<file path="src/eau_pkg.sv">
package eau_pkg;
  // Register byte offsets
  localparam logic [7:0] OFF_CTRL    = 8'h00;
  localparam logic [7:0] OFF_OPA     = 8'h04;
  localparam logic [7:0] OFF_OPB     = 8'h08;
  localparam logic [7:0] OFF_OPD     = 8'h0c;
  localparam logic [7:0] OFF_PC      = 8'h10;
  localparam logic [7:0] OFF_OFFSET  = 8'h14;
  localparam logic [7:0] OFF_FLAGS   = 8'h18;
  localparam logic [7:0] OFF_RES_HI  = 8'h1c;
  localparam logic [7:0] OFF_RES_LO  = 8'h20;
  localparam logic [7:0] OFF_RES_DST = 8'h24;
  localparam logic [7:0] OFF_NEW_PC  = 8'h28;
  localparam logic [7:0] OFF_STATUS  = 8'h2c;
  // Control fields
  localparam int CTRL_OP_LSB  = 0;
  localparam int CTRL_REG_LSB = 4;
  localparam int CTRL_GO_BIT  = 8;
  // Flag positions
  localparam int FLAG_N = 3;
  localparam int FLAG_Z = 2;
  localparam int FLAG_V = 1;
  localparam int FLAG_C = 0;
  // Status positions
  localparam int ST_BUSY   = 0;
  localparam int ST_DONE   = 1;
  localparam int ST_BRANCH = 2;
  localparam int ST_WR_HI  = 3;
  localparam int ST_WR_LO  = 4;
  localparam int ST_WR_DST = 5;
  localparam int ST_ODD    = 6;
  // Operation codes
  localparam logic [2:0] OP_DIV        = 3'h0;
  localparam logic [2:0] OP_SHIFT      = 3'h1;
  localparam logic [2:0] OP_SHIFT_PAIR = 3'h2;
  localparam logic [2:0] OP_XOR        = 3'h3;
  localparam logic [2:0] OP_DECR_BR    = 3'h4;
  // Reset values and shift constants
  localparam logic [3:0]  FLAGS_RST  = 4'h0;
  localparam logic [15:0] WORD_RST   = 16'h0000;
  localparam logic [5:0]  SHIFT_BIAS = 6'h20;
  localparam logic [5:0]  CNT_ZERO   = 6'h00;
endpackage : eau_pkg

</file>
<file path="src/eau_div_if.sv">
`timescale 1ns/1ps
interface eau_div_if #(parameter int W = 16);
  logic             start;
  logic [2*W-1:0]   dividend;
  logic [W-1:0]     divisor;
  logic             done;
  logic [2*W-1:0]   quotient;
  logic [W-1:0]     remainder;

  modport ctl (output start, dividend, divisor,
               input  done, quotient, remainder);
  modport div (input  start, dividend, divisor,
               output done, quotient, remainder);
endinterface : eau_div_if

</file>
<file path="src/eau_shifter.sv">
`timescale 1ns/1ps
module eau_shifter #(
  parameter int W = 16
) (
  // Operand and signed count
  input  logic [W-1:0] val,
  input  logic [5:0]   count,
  // Result and flags
  output logic [W-1:0] result,
  output logic         ovf,
  output logic         carry
);
  localparam int EXT = W + 64;

  logic [EXT-1:0] ext;
  logic [EXT-1:0] r;
  logic [5:0]     amt;

  // A bias of 32 turns the signed count into one left shift
  always_comb
  begin
    amt    = count + eau_pkg::SHIFT_BIAS;
    ext    = {{64{val[W-1]}}, val};
    r      = ext << amt;
    result = r[W+31:32];
    ovf    = r[EXT-1:W+32] != {32{r[W+31]}};
    if (count == eau_pkg::CNT_ZERO)
      carry = 1'b0;
    else if (count[5])
      carry = r[31];
    else
      carry = r[W+32];
  end
endmodule : eau_shifter

</file>
<file path="src/eau_divider.sv">
`timescale 1ns/1ps
module eau_divider #(
  parameter int W = 16
) (
  // Clock and reset
  input  logic clk,
  input  logic rst,
  // Request and answer
  eau_div_if.div dv
);
  localparam int CW = $clog2(2*W);

  typedef enum logic {DV_IDLE, DV_RUN} eau_dv_state_t;

  eau_dv_state_t  st_q, st_d;
  logic [CW-1:0]  cnt_q, cnt_d;
  logic [W:0]     rem_q, rem_d;
  logic [2*W-1:0] quo_q, quo_d;
  logic [W-1:0]   den_q, den_d;
  logic           negq_q, negq_d;
  logic           negr_q, negr_d;
  logic           done_q, done_d;
  logic [2*W-1:0] qout_q, qout_d;
  logic [W-1:0]   rout_q, rout_d;
  logic [W:0]     t;

  function automatic logic [2*W-1:0] mag(input logic [2*W-1:0] v);
    return v[2*W-1] ? -v : v;
  endfunction : mag

  // Unsigned restoring divide on magnitudes, signs fixed at the end
  always_comb
  begin
    st_d   = st_q;
    cnt_d  = cnt_q;
    rem_d  = rem_q;
    quo_d  = quo_q;
    den_d  = den_q;
    negq_d = negq_q;
    negr_d = negr_q;
    done_d = 1'b0;
    qout_d = qout_q;
    rout_d = rout_q;
    t      = {rem_q[W-1:0], quo_q[2*W-1]};
    unique case (st_q)
      DV_IDLE:
        if (dv.start)
        begin
          quo_d  = mag(dv.dividend);
          den_d  = W'(mag({{W{dv.divisor[W-1]}}, dv.divisor}));
          rem_d  = '0;
          cnt_d  = '0;
          negq_d = dv.dividend[2*W-1] ^ dv.divisor[W-1];
          negr_d = dv.dividend[2*W-1];
          st_d   = DV_RUN;
        end
      DV_RUN:
      begin
        if (t >= {1'b0, den_q})
        begin
          rem_d = t - {1'b0, den_q};
          quo_d = {quo_q[2*W-2:0], 1'b1};
        end
        else
        begin
          rem_d = t;
          quo_d = {quo_q[2*W-2:0], 1'b0};
        end
        cnt_d = cnt_q + 1'b1;
        if (cnt_q == CW'(2*W-1))
        begin
          st_d   = DV_IDLE;
          done_d = 1'b1;
          qout_d = negq_q ? -quo_d : quo_d;
          rout_d = negr_q ? -rem_d[W-1:0] : rem_d[W-1:0];
        end
      end
    endcase
  end

  always_ff @(posedge clk)
  begin
    if (rst)
    begin
      st_q   <= DV_IDLE;
      cnt_q  <= '0;
      rem_q  <= '0;
      quo_q  <= '0;
      den_q  <= '0;
      negq_q <= 1'b0;
      negr_q <= 1'b0;
      done_q <= 1'b0;
      qout_q <= '0;
      rout_q <= '0;
    end
    else
    begin
      st_q   <= st_d;
      cnt_q  <= cnt_d;
      rem_q  <= rem_d;
      quo_q  <= quo_d;
      den_q  <= den_d;
      negq_q <= negq_d;
      negr_q <= negr_d;
      done_q <= done_d;
      qout_q <= qout_d;
      rout_q <= rout_d;
    end
  end

  assign dv.done      = done_q;
  assign dv.quotient  = qout_q;
  assign dv.remainder = rout_q;
endmodule : eau_divider

</file>
<file path="src/eau_extended_arith.sv">
// The APB interface to the registers and the register addresses were chosen for this implementation.
`timescale 1ns/1ps
// Functional notes
// - Divide 32-bit even:odd register pair by operand; register must be even.
// - Divide sets N from quotient bit 15.
// - Divide sets Z when the full 32-bit quotient is zero.
// - Divide sets C on zero divisor, clears it otherwise.
// - Divide sets V on zero divisor or quotient too wide for 16 bits.
// - Divide stores quotient low half in even register, remainder in odd.
// - Single shift by signed six-bit count, left positive, result back.
// - Single shift: Z on zero result, N from result bit 15.
// - Single shift: V when bits shifted past the result mismatch its sign.
// - Single shift: C is last bit out, cleared for zero count.
// - Combined shift joins register pair as 32 bits, shifts, splits back.
// - Combined shift: Z on zero 32-bit result, N from high bit 15.
// - Combined shift: V when bits shifted past the 32-bit result mismatch its sign.
// - Combined shift: C last high bit out left, low bit out right.
// - XOR register with operand, store at destination, set Z and N.
// - XOR always clears V.
// - Decrement register, write it, branch only if result nonzero.
// - Branch target is PC minus twice the six-bit offset.
module eau_extended_arith (
  // Clock and reset
  input  logic        clk,
  input  logic        rst,
  // APB slave
  input  logic        psel,
  input  logic        penable,
  input  logic        pwrite,
  input  logic [7:0]  paddr,
  input  logic [31:0] pwdata,
  output logic [31:0] prdata,
  output logic        pready,
  output logic        pslverr
);
  typedef enum logic {EU_IDLE, EU_DIV} eau_state_t;

  eau_state_t  st_q, st_d;
  logic [2:0]  op_q, op_d;
  logic [2:0]  regnum_q, regnum_d;
  logic [15:0] opa_q, opa_d;
  logic [15:0] opb_q, opb_d;
  logic [15:0] opd_q, opd_d;
  logic [15:0] pc_q, pc_d;
  logic [5:0]  off_q, off_d;
  logic [3:0]  flags_q, flags_d;
  logic [15:0] res_hi_q, res_hi_d;
  logic [15:0] res_lo_q, res_lo_d;
  logic [15:0] res_dst_q, res_dst_d;
  logic [15:0] newpc_q, newpc_d;
  logic [2:0]  wr_q, wr_d;
  logic        branch_q, branch_d;
  logic        done_q, done_d;
  logic        odd_q, odd_d;
  logic [31:0] rd_q, rd_d;
  logic        err_q, err_d;

  logic        wr_acc;
  logic        busy;
  logic        go;
  logic [2:0]  cmd_op;
  logic [2:0]  cmd_reg;
  logic [15:0] sh1_res;
  logic        sh1_v;
  logic        sh1_c;
  logic [31:0] sh2_res;
  logic        sh2_v;
  logic        sh2_c;
  logic [15:0] xor_res;
  logic [15:0] decr_res;
  logic [15:0] pc_tgt;
  logic        div_v;
  logic [31:0] stat;

  eau_div_if #(.W(16)) dv ();

  function automatic logic mapped(input logic [7:0] a);
    return (a[1:0] == 2'b00) && (a <= eau_pkg::OFF_STATUS);
  endfunction : mapped

  assign pready  = 1'b1;
  assign prdata  = rd_q;
  assign pslverr = err_q;
  assign wr_acc  = psel && penable && pwrite;
  assign busy    = st_q != EU_IDLE;
  assign cmd_op  = pwdata[eau_pkg::CTRL_OP_LSB +: 3];
  assign cmd_reg = pwdata[eau_pkg::CTRL_REG_LSB +: 3];
  // Commands during a divide are dropped, not queued
  assign go      = wr_acc && !busy && (paddr == eau_pkg::OFF_CTRL)
                   && pwdata[eau_pkg::CTRL_GO_BIT];

  eau_shifter #(.W(16)) u_sh1 (
    .val    (opa_q),
    .count  (opd_q[5:0]),
    .result (sh1_res),
    .ovf    (sh1_v),
    .carry  (sh1_c)
  );

  eau_shifter #(.W(32)) u_sh2 (
    .val    ({opa_q, opb_q}),
    .count  (opd_q[5:0]),
    .result (sh2_res),
    .ovf    (sh2_v),
    .carry  (sh2_c)
  );

  eau_divider #(.W(16)) u_div (
    .clk (clk),
    .rst (rst),
    .dv  (dv.div)
  );

  assign dv.start    = go && (cmd_op == eau_pkg::OP_DIV) && !cmd_reg[0]
                       && (opd_q != eau_pkg::WORD_RST);
  assign dv.dividend = {opa_q, opb_q};
  assign dv.divisor  = opd_q;
  assign div_v       = dv.quotient[31:16] != {16{dv.quotient[15]}};
  assign xor_res     = opa_q ^ opd_q;
  assign decr_res    = opa_q - 16'h0001;
  assign pc_tgt      = pc_q - {9'h000, off_q, 1'b0};

  // Operand registers, frozen while a divide runs
  always_comb
  begin
    op_d     = op_q;
    regnum_d = regnum_q;
    opa_d    = opa_q;
    opb_d    = opb_q;
    opd_d    = opd_q;
    pc_d     = pc_q;
    off_d    = off_q;
    if (wr_acc && !busy)
    begin
      case (paddr)
        eau_pkg::OFF_CTRL:
        begin
          op_d     = cmd_op;
          regnum_d = cmd_reg;
        end
        eau_pkg::OFF_OPA:    opa_d = pwdata[15:0];
        eau_pkg::OFF_OPB:    opb_d = pwdata[15:0];
        eau_pkg::OFF_OPD:    opd_d = pwdata[15:0];
        eau_pkg::OFF_PC:     pc_d  = pwdata[15:0];
        eau_pkg::OFF_OFFSET: off_d = pwdata[5:0];
        default:             op_d  = op_q;
      endcase
    end
  end

  always_ff @(posedge clk)
  begin
    if (rst)
    begin
      op_q     <= eau_pkg::OP_DIV;
      regnum_q <= 3'h0;
      opa_q    <= eau_pkg::WORD_RST;
      opb_q    <= eau_pkg::WORD_RST;
      opd_q    <= eau_pkg::WORD_RST;
      pc_q     <= eau_pkg::WORD_RST;
      off_q    <= 6'h00;
    end
    else
    begin
      op_q     <= op_d;
      regnum_q <= regnum_d;
      opa_q    <= opa_d;
      opb_q    <= opb_d;
      opd_q    <= opd_d;
      pc_q     <= pc_d;
      off_q    <= off_d;
    end
  end

  // Execution and results
  always_comb
  begin
    st_d      = st_q;
    flags_d   = flags_q;
    res_hi_d  = res_hi_q;
    res_lo_d  = res_lo_q;
    res_dst_d = res_dst_q;
    newpc_d   = newpc_q;
    wr_d      = wr_q;
    branch_d  = branch_q;
    done_d    = done_q;
    odd_d     = odd_q;
    if (wr_acc && !busy && (paddr == eau_pkg::OFF_FLAGS))
      flags_d = pwdata[3:0];
    if (go)
    begin
      wr_d     = 3'h0;
      branch_d = 1'b0;
      odd_d    = 1'b0;
      done_d   = 1'b1;
      unique case (cmd_op)
        eau_pkg::OP_DIV:
          if (cmd_reg[0])
            odd_d = 1'b1;
          else if (opd_q == eau_pkg::WORD_RST)
          begin
            flags_d[eau_pkg::FLAG_C] = 1'b1;
            flags_d[eau_pkg::FLAG_V] = 1'b1;
          end
          else
          begin
            done_d = 1'b0;
            st_d   = EU_DIV;
          end
        eau_pkg::OP_SHIFT:
        begin
          res_hi_d = sh1_res;
          wr_d[0]  = 1'b1;
          flags_d  = {sh1_res[15], sh1_res == eau_pkg::WORD_RST,
                      sh1_v, sh1_c};
        end
        eau_pkg::OP_SHIFT_PAIR:
        begin
          res_hi_d = sh2_res[31:16];
          res_lo_d = sh2_res[15:0];
          wr_d     = 3'h3;
          flags_d  = {sh2_res[31], sh2_res == 32'h0000_0000,
                      sh2_v, sh2_c};
        end
        eau_pkg::OP_XOR:
        begin
          res_dst_d = xor_res;
          wr_d[2]   = 1'b1;
          flags_d[eau_pkg::FLAG_N] = xor_res[15];
          flags_d[eau_pkg::FLAG_Z] = xor_res == eau_pkg::WORD_RST;
          flags_d[eau_pkg::FLAG_V] = 1'b0;
        end
        eau_pkg::OP_DECR_BR:
        begin
          res_hi_d = decr_res;
          wr_d[0]  = 1'b1;
          branch_d = decr_res != eau_pkg::WORD_RST;
          newpc_d  = branch_d ? pc_tgt : pc_q;
        end
        default:
          done_d = 1'b1;
      endcase
    end
    if (busy && dv.done)
    begin
      st_d     = EU_IDLE;
      done_d   = 1'b1;
      res_hi_d = dv.quotient[15:0];
      res_lo_d = dv.remainder;
      wr_d     = 3'h3;
      flags_d  = {dv.quotient[15],
                  dv.quotient == 32'h0000_0000,
                  div_v, 1'b0};
    end
  end

  always_ff @(posedge clk)
  begin
    if (rst)
    begin
      st_q      <= EU_IDLE;
      flags_q   <= eau_pkg::FLAGS_RST;
      res_hi_q  <= eau_pkg::WORD_RST;
      res_lo_q  <= eau_pkg::WORD_RST;
      res_dst_q <= eau_pkg::WORD_RST;
      newpc_q   <= eau_pkg::WORD_RST;
      wr_q      <= 3'h0;
      branch_q  <= 1'b0;
      done_q    <= 1'b0;
      odd_q     <= 1'b0;
    end
    else
    begin
      st_q      <= st_d;
      flags_q   <= flags_d;
      res_hi_q  <= res_hi_d;
      res_lo_q  <= res_lo_d;
      res_dst_q <= res_dst_d;
      newpc_q   <= newpc_d;
      wr_q      <= wr_d;
      branch_q  <= branch_d;
      done_q    <= done_d;
      odd_q     <= odd_d;
    end
  end

  // Read data is captured in the setup phase so prdata comes from a flop
  always_comb
  begin
    stat = 32'h0000_0000;
    stat[eau_pkg::ST_BUSY]   = busy;
    stat[eau_pkg::ST_DONE]   = done_q;
    stat[eau_pkg::ST_BRANCH] = branch_q;
    stat[eau_pkg::ST_WR_HI]  = wr_q[0];
    stat[eau_pkg::ST_WR_LO]  = wr_q[1];
    stat[eau_pkg::ST_WR_DST] = wr_q[2];
    stat[eau_pkg::ST_ODD]    = odd_q;
    rd_d  = rd_q;
    err_d = err_q;
    if (psel && !penable)
    begin
      err_d = !mapped(paddr);
      case (paddr)
        eau_pkg::OFF_CTRL:    rd_d = {25'h0, regnum_q, 1'b0, op_q};
        eau_pkg::OFF_OPA:     rd_d = {16'h0000, opa_q};
        eau_pkg::OFF_OPB:     rd_d = {16'h0000, opb_q};
        eau_pkg::OFF_OPD:     rd_d = {16'h0000, opd_q};
        eau_pkg::OFF_PC:      rd_d = {16'h0000, pc_q};
        eau_pkg::OFF_OFFSET:  rd_d = {26'h0, off_q};
        eau_pkg::OFF_FLAGS:   rd_d = {28'h0, flags_q};
        eau_pkg::OFF_RES_HI:  rd_d = {16'h0000, res_hi_q};
        eau_pkg::OFF_RES_LO:  rd_d = {16'h0000, res_lo_q};
        eau_pkg::OFF_RES_DST: rd_d = {16'h0000, res_dst_q};
        eau_pkg::OFF_NEW_PC:  rd_d = {16'h0000, newpc_q};
        eau_pkg::OFF_STATUS:  rd_d = stat;
        default:              rd_d = 32'h0000_0000;
      endcase
    end
  end

  always_ff @(posedge clk)
  begin
    if (rst)
    begin
      rd_q  <= 32'h0000_0000;
      err_q <= 1'b0;
    end
    else
    begin
      rd_q  <= rd_d;
      err_q <= err_d;
    end
  end
endmodule : eau_extended_arith

</file>
<file path="config.mk">
export PLATFORM = sky130hd
export DESIGN_NAME = eau_extended_arith
export DESIGN_NICKNAME = d
export VERILOG_FILES = /design/src/eau_pkg.sv /design/src/eau_div_if.sv /design/src/eau_shifter.sv /design/src/eau_divider.sv /design/src/eau_extended_arith.sv
export SDC_FILE = /design/constraint.sdc
export NUM_CORES = 1
export LEC_CHECK = 0
export BUFFER_PORTS_ARGS = -buffer_cell sky130_fd_sc_hd__buf_2
export CAP_MARGIN = 25
export CORE_MARGIN = 2
export CORE_UTILIZATION = 40
export CTS_CLUSTER_DIAMETER = 50
export CTS_CLUSTER_SIZE = 28
export DETAILED_ROUTE_END_ITERATION = 6
export PLACE_DENSITY = 0.64
export SYNTH_ARGS = -nofsm -noshare
export SYNTH_HDL_FRONTEND = slang
export SYNTH_SLANG_ARGS = --single-unit
</file>
<file path="constraint.sdc">
create_clock -name clk -period 9.3 [get_ports clk]
set_input_delay 0 -clock clk [delete_from_list [all_inputs] [get_ports clk]]
set_output_delay 0 -clock clk [all_outputs]
set_load 0.01 [all_outputs]
</file>
After elaboration in Yosys (flattened, before gate mapping). Cells that the tools add are included.

Register bits: 305. Bits in latches: 0. RAM bits: 0. Memory bits (read-only): 0. Word-level logic and storage cells: 166. Memories kept: 0.

Add/subtract/negate cells: 9. Multiply operators: 0. Divide/modulo/power cells: 0. $lt $le $gt $ge: 2. Eq/ne operators: 20. Shifts and indexed selects: 2. Mux-type cells: 51. Bitwise gates (word level): 5. Reductions and logical operators: 46.

Operator list (count): one-hot mux 16 bit (12 select lines) (1); 2-to-1 mux 16 bit (11); 2-to-1 mux 32 bit (4); left shift 96 x 6 -> 96 bit (1); left shift 80 x 6 -> 80 bit (1); logical NOT 32 bit (2); inequality test 32 bit (2); negator 32 bit (2); one-hot mux 32 bit (2 select lines) (1); logical NOT 16 bit (3); one-hot mux 16 bit (3 select lines) (1); equality test 8 x 5 -> 1 bit (second input constant) (4); equality test 8 x 6 -> 1 bit (second input constant) (4); negator 16 bit (2); one-hot mux 16 bit (2 select lines) (1); nonzero test 16 bit (2); AND reduction 2 bit (12); 2-to-1 mux 1 bit (19); greater-or-equal comparator 17 x 16 -> 1 bit (1); equality test 8 x 4 -> 1 bit (second input constant) (2); inequality test 16 bit (1); subtractor 16 x 1 -> 16 bit (second input constant) (1); subtractor 16 bit (1); subtractor 16 x 7 -> 16 bit (1); other kinds (31) (55).

Longest topological paths before layout. Gate-level depths: netlist of the first run.

Word-level depth: 10. Mapped depth: 21. Depth with buffers taken out: 18.

Hierarchy. A second synthesis of the first run with hierarchy kept.

Cells, all modules: 2903. Area total of the unflattened synthesis: 22277.6 sq um.

Modules (own cells, without submodules): eau_extended_arith (times used 1, cells each 1274, area each 9517.9 sq um, sequential area each 3363.2 sq um); eau_divider (times used 1, cells each 968, area each 7608.5 sq um, sequential area each 2422.3 sq um); eau_shifter at u_sh2 (times used 1, cells each 421, area each 3370.7 sq um, sequential area each 0.0 sq um); eau_shifter at u_sh1 (times used 1, cells each 240, area each 1780.5 sq um, sequential area each 0.0 sq um).

Least setup slack after synthesis of the first run. No wires, ideal clock.

Path kind: register to register. From: register u_div.den_q[10]. To: register u_div.qout_q[26], in the netlist u_div.dv.quotient[26]. Arrival: 4.917 ns. Data required time: 9.172 ns. Path slack: 4.255 ns. Stages on the path, launching flop included: 21. Buffers on the path: 2. Clock period less this slack: 5.045 ns. Cell sequence: dfxtp_1 -> inv_1 -> ha_1 -> a21o_1 -> a21o_1 -> a21oi_1 -> o21ai_0 -> a21oi_1 -> nand2_1 -> inv_2 -> clkbuf_1 -> clkbuf_1 -> ha_1 -> nand3b_1 -> or3_1 -> or4_1 -> o31ai_1 -> o21ai_0 -> a21oi_1 -> xor2_1 -> o21ai_0.

Longest elaborated chain between the ends: 5.

Ends and longest elaborated chain: start, declared (line eau_divider.sv:19) `logic [W-1:0] den_q, den_d;`; start signal, assigned (line eau_divider.sv:102) `den_q <= den_d;`; greater-or-equal comparator 17 x 16 -> 1 bit (line eau_divider.sv:59) `if (t >= {1'b0, den_q})`; 2-to-1 mux 1 bit (line eau_divider.sv:59); 2-to-1 mux 32 bit (line eau_divider.sv:45) `unique case (st_q)`; negator 32 bit (line eau_divider.sv:74) `qout_d = negq_q ? -quo_d : quo_d;`; 2-to-1 mux 32 bit (line eau_divider.sv:74); end signal, assigned (line eau_divider.sv:106) `qout_q <= qout_d;`; end, declared (line eau_divider.sv:23) `logic [2*W-1:0] qout_q, qout_d;`.

No other way between the ends. The select of a mux whose other input is x is not followed. A chain may end at the register's enable or synchronous reset.

Worst setup path in the final report of the first run.
From: register u_div.rem_q[0]. To: register u_div.qout_q[26], in the netlist u_div.dv.quotient[26].

Longest elaborated chain between the ends: 5.

Ends and longest elaborated chain: start, declared (line eau_divider.sv:17) `logic [W:0] rem_q, rem_d;`; start signal, assigned (line eau_divider.sv:100) `rem_q <= rem_d;`; greater-or-equal comparator 17 x 16 -> 1 bit (line eau_divider.sv:59); 2-to-1 mux 1 bit (line eau_divider.sv:59); 2-to-1 mux 32 bit (line eau_divider.sv:45); negator 32 bit (line eau_divider.sv:74); 2-to-1 mux 32 bit (line eau_divider.sv:74).

No other way between the ends. The select of a mux whose other input is x is not followed.

==> impl_metrics.xml, run 1 <==
<?xml version="1.0" encoding="UTF-8"?>
<metrics>
  <group name="status">
    <metric name="run_status" unit="">completed</metric>
  </group>
  <group name="clock_network">
    <metric name="clk-insertion-delay-late" unit="ns">0.60</metric>
    <metric name="clkSlewWorstSetupHoldPaths" unit="ns">0.08</metric>
    <metric name="post-cts-setup-buffer-count" unit="">0</metric>
    <metric name="numCtsBuffers" unit="">29</metric>
    <metric name="clock-root-buffer" unit="">clkbuf_16</metric>
    <metric name="tritoncts_clock_tree" unit="">built</metric>
    <metric name="tritoncts_num_sinks" unit="">289</metric>
    <metric name="cts_max_path_buffers" unit="">3</metric>
    <metric name="htreeDepth" unit="">1</metric>
  </group>
  <group name="routing">
    <metric name="drtAntennaViolNets" unit="">0</metric>
    <metric name="drt-wirelength-per-cell" unit="um">25.68</metric>
    <metric name="detailedRoute.firstIterationViolations" unit="">2984</metric>
    <metric name="vias" unit="">21808</metric>
    <metric name="post_drt_via_cell_ratio" unit="">6.454</metric>
    <metric name="route.final.wire_length" unit="um">86790</metric>
    <metric name="first_pass_iters" unit="">7</metric>
    <metric name="detail_route.drc_violations" unit="">0</metric>
  </group>
  <group name="yosys">
    <metric name="async_flop_share" unit="">0</metric>
    <metric name="synthesis.instances" unit="">2774</metric>
    <metric name="synth_top_flop_cell" unit="">dfxtp_1</metric>
    <metric name="synth.cell_area" unit="um2">20900</metric>
    <metric name="synth-seq-cells" unit="">289</metric>
    <metric name="netlist-cell-type-count" unit="">87</metric>
    <metric name="synth-seq-area-share" unit="">0.2769</metric>
    <metric name="yosys_warnings" unit="">0</metric>
    <metric name="number_of_synthesized_flops_with_an_enable_pin" unit="">0</metric>
    <metric name="mean_instance_size_in_the_synthesized_netlist" unit="um2">7.533</metric>
  </group>
  <group name="global_routing">
    <metric name="groute.usage.overall" unit="">0.3146</metric>
    <metric name="grt_pass1_vias" unit="">20351</metric>
    <metric name="gr-total-overflow" unit="">0</metric>
    <metric name="global_route_wire_length_before_repair" unit="um">130400</metric>
    <metric name="pin_count_of_the_biggest_net_entering_global_routing" unit="">86</metric>
    <metric name="antenna_violations_before_repair" unit="">1</metric>
  </group>
  <group name="layout">
    <metric name="mostFrequentLayoutCell" unit="">nand2_1</metric>
    <metric name="n_fill_cell" unit="">5245</metric>
    <metric name="nNetsFinal" unit="">2756</metric>
    <metric name="layout-drive-gt1-share" unit="">0.1104</metric>
    <metric name="highest_count_cells_in_the_layout_ignoring_fill_and_taps" unit="">nand2_1, nor2_1, dfxtp_1</metric>
    <metric name="post_layout_nonfiller_instances" unit="">3379</metric>
    <metric name="areaGrowthSynthToFinish" unit="%">8.628</metric>
    <metric name="num_antenna_cells" unit="">0</metric>
    <metric name="register_area" unit="um2">5801</metric>
    <metric name="multiInputGateArea" unit="um2">13910</metric>
    <metric name="post-route-cell-area" unit="um2">22700</metric>
  </group>
  <group name="power_and_ir_drop">
    <metric name="totalPowerFinal" unit="mW">2.596</metric>
    <metric name="static-leakage-power" unit="nW">7.845</metric>
    <metric name="power-per-cell-area" unit="nW/um2">114.4</metric>
    <metric name="vdd_ir_drop_max" unit="mV">0.1254</metric>
  </group>
  <group name="setup_path">
    <metric name="end_kind" unit="">register</metric>
    <metric name="timing.setup.critical_path_class" unit="">reg -&gt; reg</metric>
    <metric name="critPathMaxStageDelay" unit="ns">0.57</metric>
    <metric name="worstPathMaxFanout" unit="">27</metric>
    <metric name="critical_path.cell_chain" unit="">ha_1 -&gt; nor2b_1 -&gt; o21ai_0 -&gt; a21boi_1 -&gt; o21ai_1 -&gt; a211o_1 -&gt; nand2_1 -&gt; inv_2 -&gt; ha_1 -&gt; nand3b_1 -&gt; or3_1 -&gt; or4_1 -&gt; o31ai_1 -&gt; o21ai_0 -&gt; a21oi_1 -&gt; xor2_1 -&gt; o21ai_0</metric>
    <metric name="worstSetupStartpointType" unit="">register</metric>
    <metric name="critPathMostFrequentCell" unit="">o21ai_0</metric>
    <metric name="worst-endpoint-required" unit="ns">9.75</metric>
    <metric name="arrival" unit="ns">6.27</metric>
    <metric name="critical_path.slowest_cell" unit="">inv_2</metric>
    <metric name="r2r.worst_path.cells" unit="">17</metric>
  </group>
  <group name="timing">
    <metric name="slew-limit-headroom" unit="">0.2756</metric>
    <metric name="tightestPinTransition" unit="ns">1.075</metric>
    <metric name="final_setup_fails" unit="">0</metric>
    <metric name="timing.clock.skew" unit="ns">0.02636</metric>
    <metric name="hold_viol_final" unit="">0</metric>
    <metric name="hold_slack" unit="ns">0.1285</metric>
    <metric name="fmaxAchievable" unit="MHz">171.9</metric>
    <metric name="maxSlewViolCount" unit="">0</metric>
    <metric name="finalCritPeriodShare" unit="">0.6254</metric>
    <metric name="unrepaired_setup_endpoints_after_global_routing" unit="">no</metric>
    <metric name="fin_tns_setup" unit="ns">0</metric>
    <metric name="period_minus_slack" unit="ns">5.816</metric>
  </group>
  <group name="place">
    <metric name="place_congestion" unit="">1.033</metric>
    <metric name="placedCellCount" unit="">3307</metric>
    <metric name="placedInstanceArea" unit="um2">21480</metric>
    <metric name="numPortBuffers" unit="">45</metric>
    <metric name="dp_hpwl" unit="um">63120</metric>
  </group>
  <group name="hold_path">
    <metric name="worst_min_delay_path_category" unit="">in -&gt; reg</metric>
    <metric name="whs_path_depth" unit="">7</metric>
  </group>
  <group name="floorplan">
    <metric name="pin_count" unit="">79</metric>
    <metric name="starting_density" unit="">0.4057</metric>
    <metric name="fp.dieH" unit="um">232.6</metric>
    <metric name="fp.dieW" unit="um">232.6</metric>
    <metric name="rows" unit="">83</metric>
    <metric name="floorplan.core_area" unit="um2">51510</metric>
    <metric name="floorplan.die_area" unit="um2">54080</metric>
  </group>
  <group name="run">
    <metric name="maximum_capacitance_violations" unit="">0</metric>
  </group>
</metrics>
-- critical path, delay by kind of cell (launching register included) --
family	cells	cell delay (ns)
buffers and inverters	1	0.57
adders and majority gates	2	0.57
DFF	1	0.45
AOI/OAI and AO/OA	8	2.20
and+or+nand+nor	5	1.72
xor gates and xnor gates	1	0.14
-- cells in the mapped netlist (all sizes together), types with 16 or more instances --
cell    instances  area share
o211ai         23      0.0083
nor2          297       0.053
nand4          19      0.0057
xor2           63       0.026
buf            51       0.013
ha             33       0.020
a211oi         75       0.027
nand2b         26      0.0078
clkbuf        222       0.040
a31oi          30      0.0090
nor2b          20      0.0060
nand3          92       0.022
a21oi         282       0.068
a22oi          76       0.027
o21ai         135       0.032
or4            30       0.011
inv            50      0.0090
and3           27      0.0081
o22ai          16      0.0048
nor3           53       0.013
nand2         342       0.061
dfxtp         289        0.28
nor4           33       0.010
mux4           49       0.053
o31ai          30       0.011
a221oi         16      0.0067
mux2           36       0.019
mux2i          68       0.033
a22o           18      0.0075
xnor2          64       0.027
-- routing by layer --
layer	share of wire	wire length (um)	track usage
met1	0.42	36330	0.4328
met4	0.061	5299	0.1602
met2	0.43	36950	0.4722
met5	0	0	0
met3	0.095	8209	0.05319
-- final cells by class --
cell class | instances | area share
inverter | 51 | 0.008433
timing repair buffer | 129 | 0.04018
multi-input combinational | 2176 | 0.6127
tap | 680 | 0.03748
sequential | 289 | 0.2555
clock buffer | 31 | 0.03274
clock inverter | 23 | 0.01295
-- metrics by stage --
| step | worst slack [ns] | utilization |
|---|---|---|
| finish | 3.484 | 0.4407 |
| global route | 2.950 | 0.4407 |
| CTS | 3.575 | 0.4404 |
| detailed placement | 3.591 | 0.4170 |
| global placement | 3.636 | 0.4170 |
| floorplan | 4.255 | - |
-- cells by family after synthesis --
| group | count (synthesis) | share of synthesized area |
|---|---|---|
| AND/OR/NAND/NOR | 1009 | 0.2236 |
| AO/OA/AOI/OAI | 835 | 0.2573 |
| buffers and inverters | 324 | 0.06209 |
| flip-flops | 289 | 0.2769 |
| multiplexers | 153 | 0.1048 |
| XOR/XNOR | 127 | 0.05323 |
| adder cells (fa/ha/maj) | 35 | 0.02168 |
| other | 2 | 0.0003594 |
-- worst paths after layout --
check                     endpoint  slack (ns)      startpoint
max          u_div.dv.quotient[26]        3.48  u_div.rem_q[0]
min                        op_q[2]        0.13        paddr[0]
max reg2reg  u_div.dv.quotient[26]        3.48  u_div.rem_q[0]
min reg2reg         u_div.den_q[6]        0.46  u_div.den_q[6]
-- where the power goes --
group | total [mW] | internal, mW | switching [mW]
registers | 1.24 | 1.24 | 0.000581
logic | 0.0820 | 0.0194 | 0.0626
clock network | 1.28 | 0.692 | 0.586
-- what timing repair did --
item | in CTS | in global routing
gates resized for setup | 0 | 0
endpoints found under the hold margin | 152 | 0
hold buffers | 17 | 0
setup endpoints to repair | 0 | 0
Note: power is estimated with default switching activity, not from simulation.
==> inputs of run 2 (changes only) <==
--- a/config.mk
+++ b/config.mk
@@ -5,6 +5,7 @@
 export SDC_FILE = /design/constraint.sdc
 export NUM_CORES = 1
 export LEC_CHECK = 0
+export ABC_AREA = 1
 export BUFFER_PORTS_ARGS = -buffer_cell sky130_fd_sc_hd__buf_2
 export CAP_MARGIN = 25
 export CORE_MARGIN = 2
@@ -12,7 +13,7 @@
 export CTS_CLUSTER_DIAMETER = 50
 export CTS_CLUSTER_SIZE = 28
 export DETAILED_ROUTE_END_ITERATION = 6
-export PLACE_DENSITY = 0.64
+export PLACE_DENSITY = 0.66
 export SYNTH_ARGS = -nofsm -noshare
 export SYNTH_HDL_FRONTEND = slang
 export SYNTH_SLANG_ARGS = --single-unit
==> constraint.sdc (replaced) <==
create_clock -name clk -period 5.32 [get_ports clk]
set_input_delay 0 -clock clk [delete_from_list [all_inputs] [get_ports clk]]
set_output_delay 0 -clock clk [all_outputs]
set_load 0.01 [all_outputs]
==> run 2 against run 1 <==
Net effect:
- die area shrank 3.6%
- non-clock buffer count decreased by 19
- critical endpoint unchanged
- combinational power is 100% higher
- largest cell class unchanged
==> impl_metrics.xml, run 2 <==
<?xml version="1.0" encoding="UTF-8"?>
<metrics>
  <group name="layout">
    <metric name="layout-drive-gt1-share" unit="">0.07154</metric>
    <metric name="nNetsFinal" unit="">3271</metric>
    <metric name="num_antenna_cells" unit="">0</metric>
    <metric name="n_fill_cell" unit="">5413</metric>
    <metric name="mostFrequentLayoutCell" unit="">nand2_1</metric>
    <metric name="highest_count_cells_in_the_layout_ignoring_fill_and_taps" unit="">nand2_1, nand3_1, inv_1</metric>
    <metric name="areaGrowthSynthToFinish" unit="%">9.624</metric>
  </group>
  <group name="timing">
    <metric name="unrepaired_setup_endpoints_after_global_routing" unit="">no</metric>
    <metric name="timing.clock.skew" unit="ns">0.02262</metric>
    <metric name="hold_slack" unit="ns">0.07555</metric>
    <metric name="final.setup.worst_slack" unit="ns">1.107</metric>
    <metric name="fmaxAchievable" unit="MHz">237.4</metric>
    <metric name="tightestPinTransition" unit="ns">1.034</metric>
    <metric name="maxSlewViolCount" unit="">0</metric>
    <metric name="hold_viol_final" unit="">0</metric>
    <metric name="fin_tns_setup" unit="ns">0</metric>
    <metric name="finalCritPeriodShare" unit="">0.7919</metric>
    <metric name="final_setup_fails" unit="">0</metric>
    <metric name="period_minus_slack" unit="ns">4.213</metric>
    <metric name="slew-limit-headroom" unit="">0.3098</metric>
  </group>
  <group name="setup_path">
    <metric name="worst-r2r-setup-slack" unit="ns">1.11</metric>
    <metric name="crit-reg2reg-launch" unit="">u_div.den_q[12]</metric>
    <metric name="critPathMaxStageDelay" unit="ns">0.38</metric>
    <metric name="worst-endpoint-required" unit="ns">5.76</metric>
    <metric name="arrival" unit="ns">4.66</metric>
    <metric name="timing.setup.critical_path_class" unit="">reg -&gt; reg</metric>
    <metric name="r2r.worst_path.cells" unit="">24</metric>
    <metric name="critPathMostFrequentCell" unit="">inv_1</metric>
    <metric name="critical_path.slowest_cell" unit="">inv_2</metric>
    <metric name="worstSetupStartpointType" unit="">register</metric>
    <metric name="cp_num_buf_inv" unit="">7</metric>
    <metric name="worstPathMaxFanout" unit="">24</metric>
    <metric name="end_kind" unit="">register</metric>
    <metric name="setup.worst_path.end" unit="">u_div.dv.quotient[26]</metric>
    <metric name="setup.worst_path.start" unit="">u_div.den_q[12]</metric>
    <metric name="critical_path.cell_chain" unit="">inv_1 -&gt; ha_1 -&gt; a21oi_1 -&gt; nand2_1 -&gt; inv_2 -&gt; nor2_1 -&gt; nor2_2 -&gt; nand4_4 -&gt; inv_2 -&gt; ha_1 -&gt; inv_1 -&gt; nor3_1 -&gt; inv_1 -&gt; nor3_2 -&gt; nand2_1 -&gt; nor3_2 -&gt; inv_1 -&gt; nor2_1 -&gt; inv_2 -&gt; nor3_4 -&gt; nor2_1 -&gt; a21oi_1 -&gt; xor2_1 -&gt; o22ai_1</metric>
    <metric name="worstSetupPathDepth" unit="">24</metric>
    <metric name="critical_path.top_delay_family" unit="">simple AND/OR/NAND/NOR gates</metric>
    <metric name="critical_path.reg2reg.endpoint" unit="">u_div.dv.quotient[26]</metric>
  </group>
  <group name="power_and_ir_drop">
    <metric name="clock_power_share" unit="">0.504</metric>
    <metric name="power-per-cell-area" unit="nW/um2">213.2</metric>
    <metric name="swShare" unit="">0.2667</metric>
    <metric name="vdd_ir_drop_max" unit="mV">0.2243</metric>
    <metric name="power_switching" unit="mW">1.254</metric>
    <metric name="internal_power" unit="mW">3.450</metric>
    <metric name="seqPwrFrac" unit="">0.460</metric>
    <metric name="static-leakage-power" unit="nW">9.457</metric>
    <metric name="p_comb_frac" unit="">0.036</metric>
  </group>
  <group name="clock_network">
    <metric name="cts_resized" unit="">0</metric>
    <metric name="numCtsBuffers" unit="">31</metric>
    <metric name="tritoncts_num_sinks" unit="">289</metric>
    <metric name="clock-root-buffer" unit="">clkbuf_16</metric>
    <metric name="clkSlewWorstSetupHoldPaths" unit="ns">0.08</metric>
    <metric name="clk-insertion-delay-late" unit="ns">0.60</metric>
    <metric name="htreeDepth" unit="">1</metric>
    <metric name="tritoncts_clock_tree" unit="">built</metric>
    <metric name="cts_max_path_buffers" unit="">3</metric>
  </group>
  <group name="floorplan">
    <metric name="starting_density" unit="">0.4036</metric>
    <metric name="rows" unit="">82</metric>
    <metric name="floorplan.core_area" unit="um2">49860</metric>
    <metric name="floorplan.die_area" unit="um2">52120</metric>
    <metric name="fp.dieH" unit="um">228.3</metric>
    <metric name="pin_count" unit="">79</metric>
    <metric name="fp.dieW" unit="um">228.3</metric>
  </group>
  <group name="routing">
    <metric name="drtAntennaViolNets" unit="">0</metric>
    <metric name="drt-wirelength-per-cell" unit="um">22.00</metric>
    <metric name="first_pass_iters" unit="">6</metric>
    <metric name="detailedRoute.firstIterationViolations" unit="">3109</metric>
    <metric name="post_drt_via_cell_ratio" unit="">5.807</metric>
    <metric name="detail_route.drc_violations" unit="">0</metric>
    <metric name="vias" unit="">22571</metric>
    <metric name="route.final.wire_length" unit="um">85500</metric>
  </group>
  <group name="yosys">
    <metric name="synth-seq-cells" unit="">289</metric>
    <metric name="yosysTopAreaCellShare" unit="">0.2875</metric>
    <metric name="async_flop_share" unit="">0</metric>
    <metric name="synth_top_flop_cell" unit="">dfxtp_1</metric>
    <metric name="yosys_warnings" unit="">0</metric>
    <metric name="synthTopCellsByCount" unit="">nand2_1, nand3_1, inv_1</metric>
    <metric name="number_of_synthesized_flops_with_an_enable_pin" unit="">0</metric>
    <metric name="mean_instance_size_in_the_synthesized_netlist" unit="um2">6.246</metric>
    <metric name="synth-seq-area-share" unit="">0.2875</metric>
    <metric name="post-synth-top-count-cell" unit="">nand2_1</metric>
    <metric name="synth_area_leaders" unit="">dfxtp_1, nand2_1, nand3_1</metric>
    <metric name="synthesis.instances" unit="">3222</metric>
    <metric name="synthDominantAreaCellType" unit="">dfxtp_1</metric>
    <metric name="synth.cell_area" unit="um2">20130</metric>
    <metric name="netlist-cell-type-count" unit="">62</metric>
  </group>
  <group name="global_routing">
    <metric name="grt_pass1_vias" unit="">20629</metric>
    <metric name="global_route_wire_length_before_repair" unit="um">128400</metric>
    <metric name="pin_count_of_the_biggest_net_entering_global_routing" unit="">70</metric>
    <metric name="antenna_violations_before_repair" unit="">4</metric>
    <metric name="groute.usage.overall" unit="">0.3177</metric>
    <metric name="gr-total-overflow" unit="">0</metric>
  </group>
  <group name="place">
    <metric name="dp_hpwl" unit="um">64620</metric>
    <metric name="dp_slack" unit="ns">1.142</metric>
    <metric name="place_congestion" unit="">1.048</metric>
    <metric name="numPortBuffers" unit="">45</metric>
  </group>
  <group name="status">
    <metric name="run_status" unit="">completed</metric>
  </group>
  <group name="run">
    <metric name="maximum_capacitance_violations" unit="">0</metric>
  </group>
  <group name="hold_path">
    <metric name="worst_min_delay_path_category" unit="">in -&gt; reg</metric>
  </group>
</metrics>
run 2: cell types whose count changed after synthesis, moves of 36 or more:
| cell | change |
|---|---|
| mux2_2 | -36 |
| nand2_1 | +464 |
| buf_2 | +37 |
| inv_1 | +243 |
| mux4_2 | -49 |
| xnor2_1 | -52 |
| o22ai_1 | +36 |
| nand3_1 | +206 |
| clkbuf_1 | -118 |
| o21ai_0 | +141 |
| a211oi_1 | -71 |
| mux2i_1 | -68 |
| a22oi_1 | -69 |
run 2: logic make-up after synthesis:
group                    count (synthesis)  share of synthesized area
flip-flops                             289                     0.2875
adder cells (fa/ha/maj)                 35                    0.02251
other                                    2                  0.0003732
AND/OR/NAND/NOR                       1529                     0.3297
buffers and inverters                  502                     0.1034
AO/OA/AOI/OAI                          772                     0.2160
XOR/XNOR                                93                    0.04047
run 2: what timing repair did:
action / 4_1_cts / 5_1_grt
hold buffers: 28 / 0
setup buffers: 0 / 0
hold endpoints to repair: 140 / 0
run 2: layer usage:
layer | global-route usage | share of wire | vias to the layer above
met5 | 0.001838 | 0 | -
met1 | 0.4456 | 0.42 | 10411
met4 | 0.1526 | 0.057 | 0
met3 | 0.05564 | 0.10 | 232
met2 | 0.4699 | 0.42 | 1237
li1 | - | - | 10691
run 2: power by group through the flow:
stage	logic [mW]	registers (mW)	clock network (mW)
floorplan	0.0882	2.21	0
global placement	0.148	2.21	0
detailed placement	0.147	2.21	0
CTS	0.162	2.16	2.38
global route	0.177	2.16	2.48
finish	0.168	2.16	2.37
run 2: worst min-delay path, cell delays in order:
cell    delay (ns)
buf_2         0.08
nor2_1        0.03
inv_1         0.09
nor2_1        0.06
nor2_1        0.11
nor3_1        0.15
nor2_1        0.12
run 2: stage by stage:
stage,utilization,power (mW),instances,cell area (um2)
after floorplan,-,2.302,3237,20180
after global placement,0.4139,2.362,3801,20640
after detailed placement,0.4139,2.361,3801,20640
after CTS,0.4422,4.707,3886,22050
after global routing,0.4425,4.818,3887,22060
final,0.4425,4.704,3887,22060
run 2: worst min path at each step:
stage | startpoint | to | cells past startpoint
6_report | paddr[6] | pslverr | 7
5_1_grt | paddr[6] | pslverr | 7
4_1_cts | paddr[7] | pslverr | 7
3_5_place_dp | pwdata[4] | odd_q | 3
3_3_place_gp | pwdata[4] | odd_q | 3
2_1_floorplan | pwdata[10] | opa_q[10] | 2
run 2: final cells by class:
type	instances	area, um2	area share
Timing Repair Buffer	110	792.0	0.03590
Clock inverter	26	352.8	0.01599
Multi-Input combinational cell	2446	12340	0.5591
Sequential cell	289	5787	0.2623
Clock buffer	31	775.7	0.03516
Tap cell	672	840.8	0.03811
Inverter	313	1179	0.05342
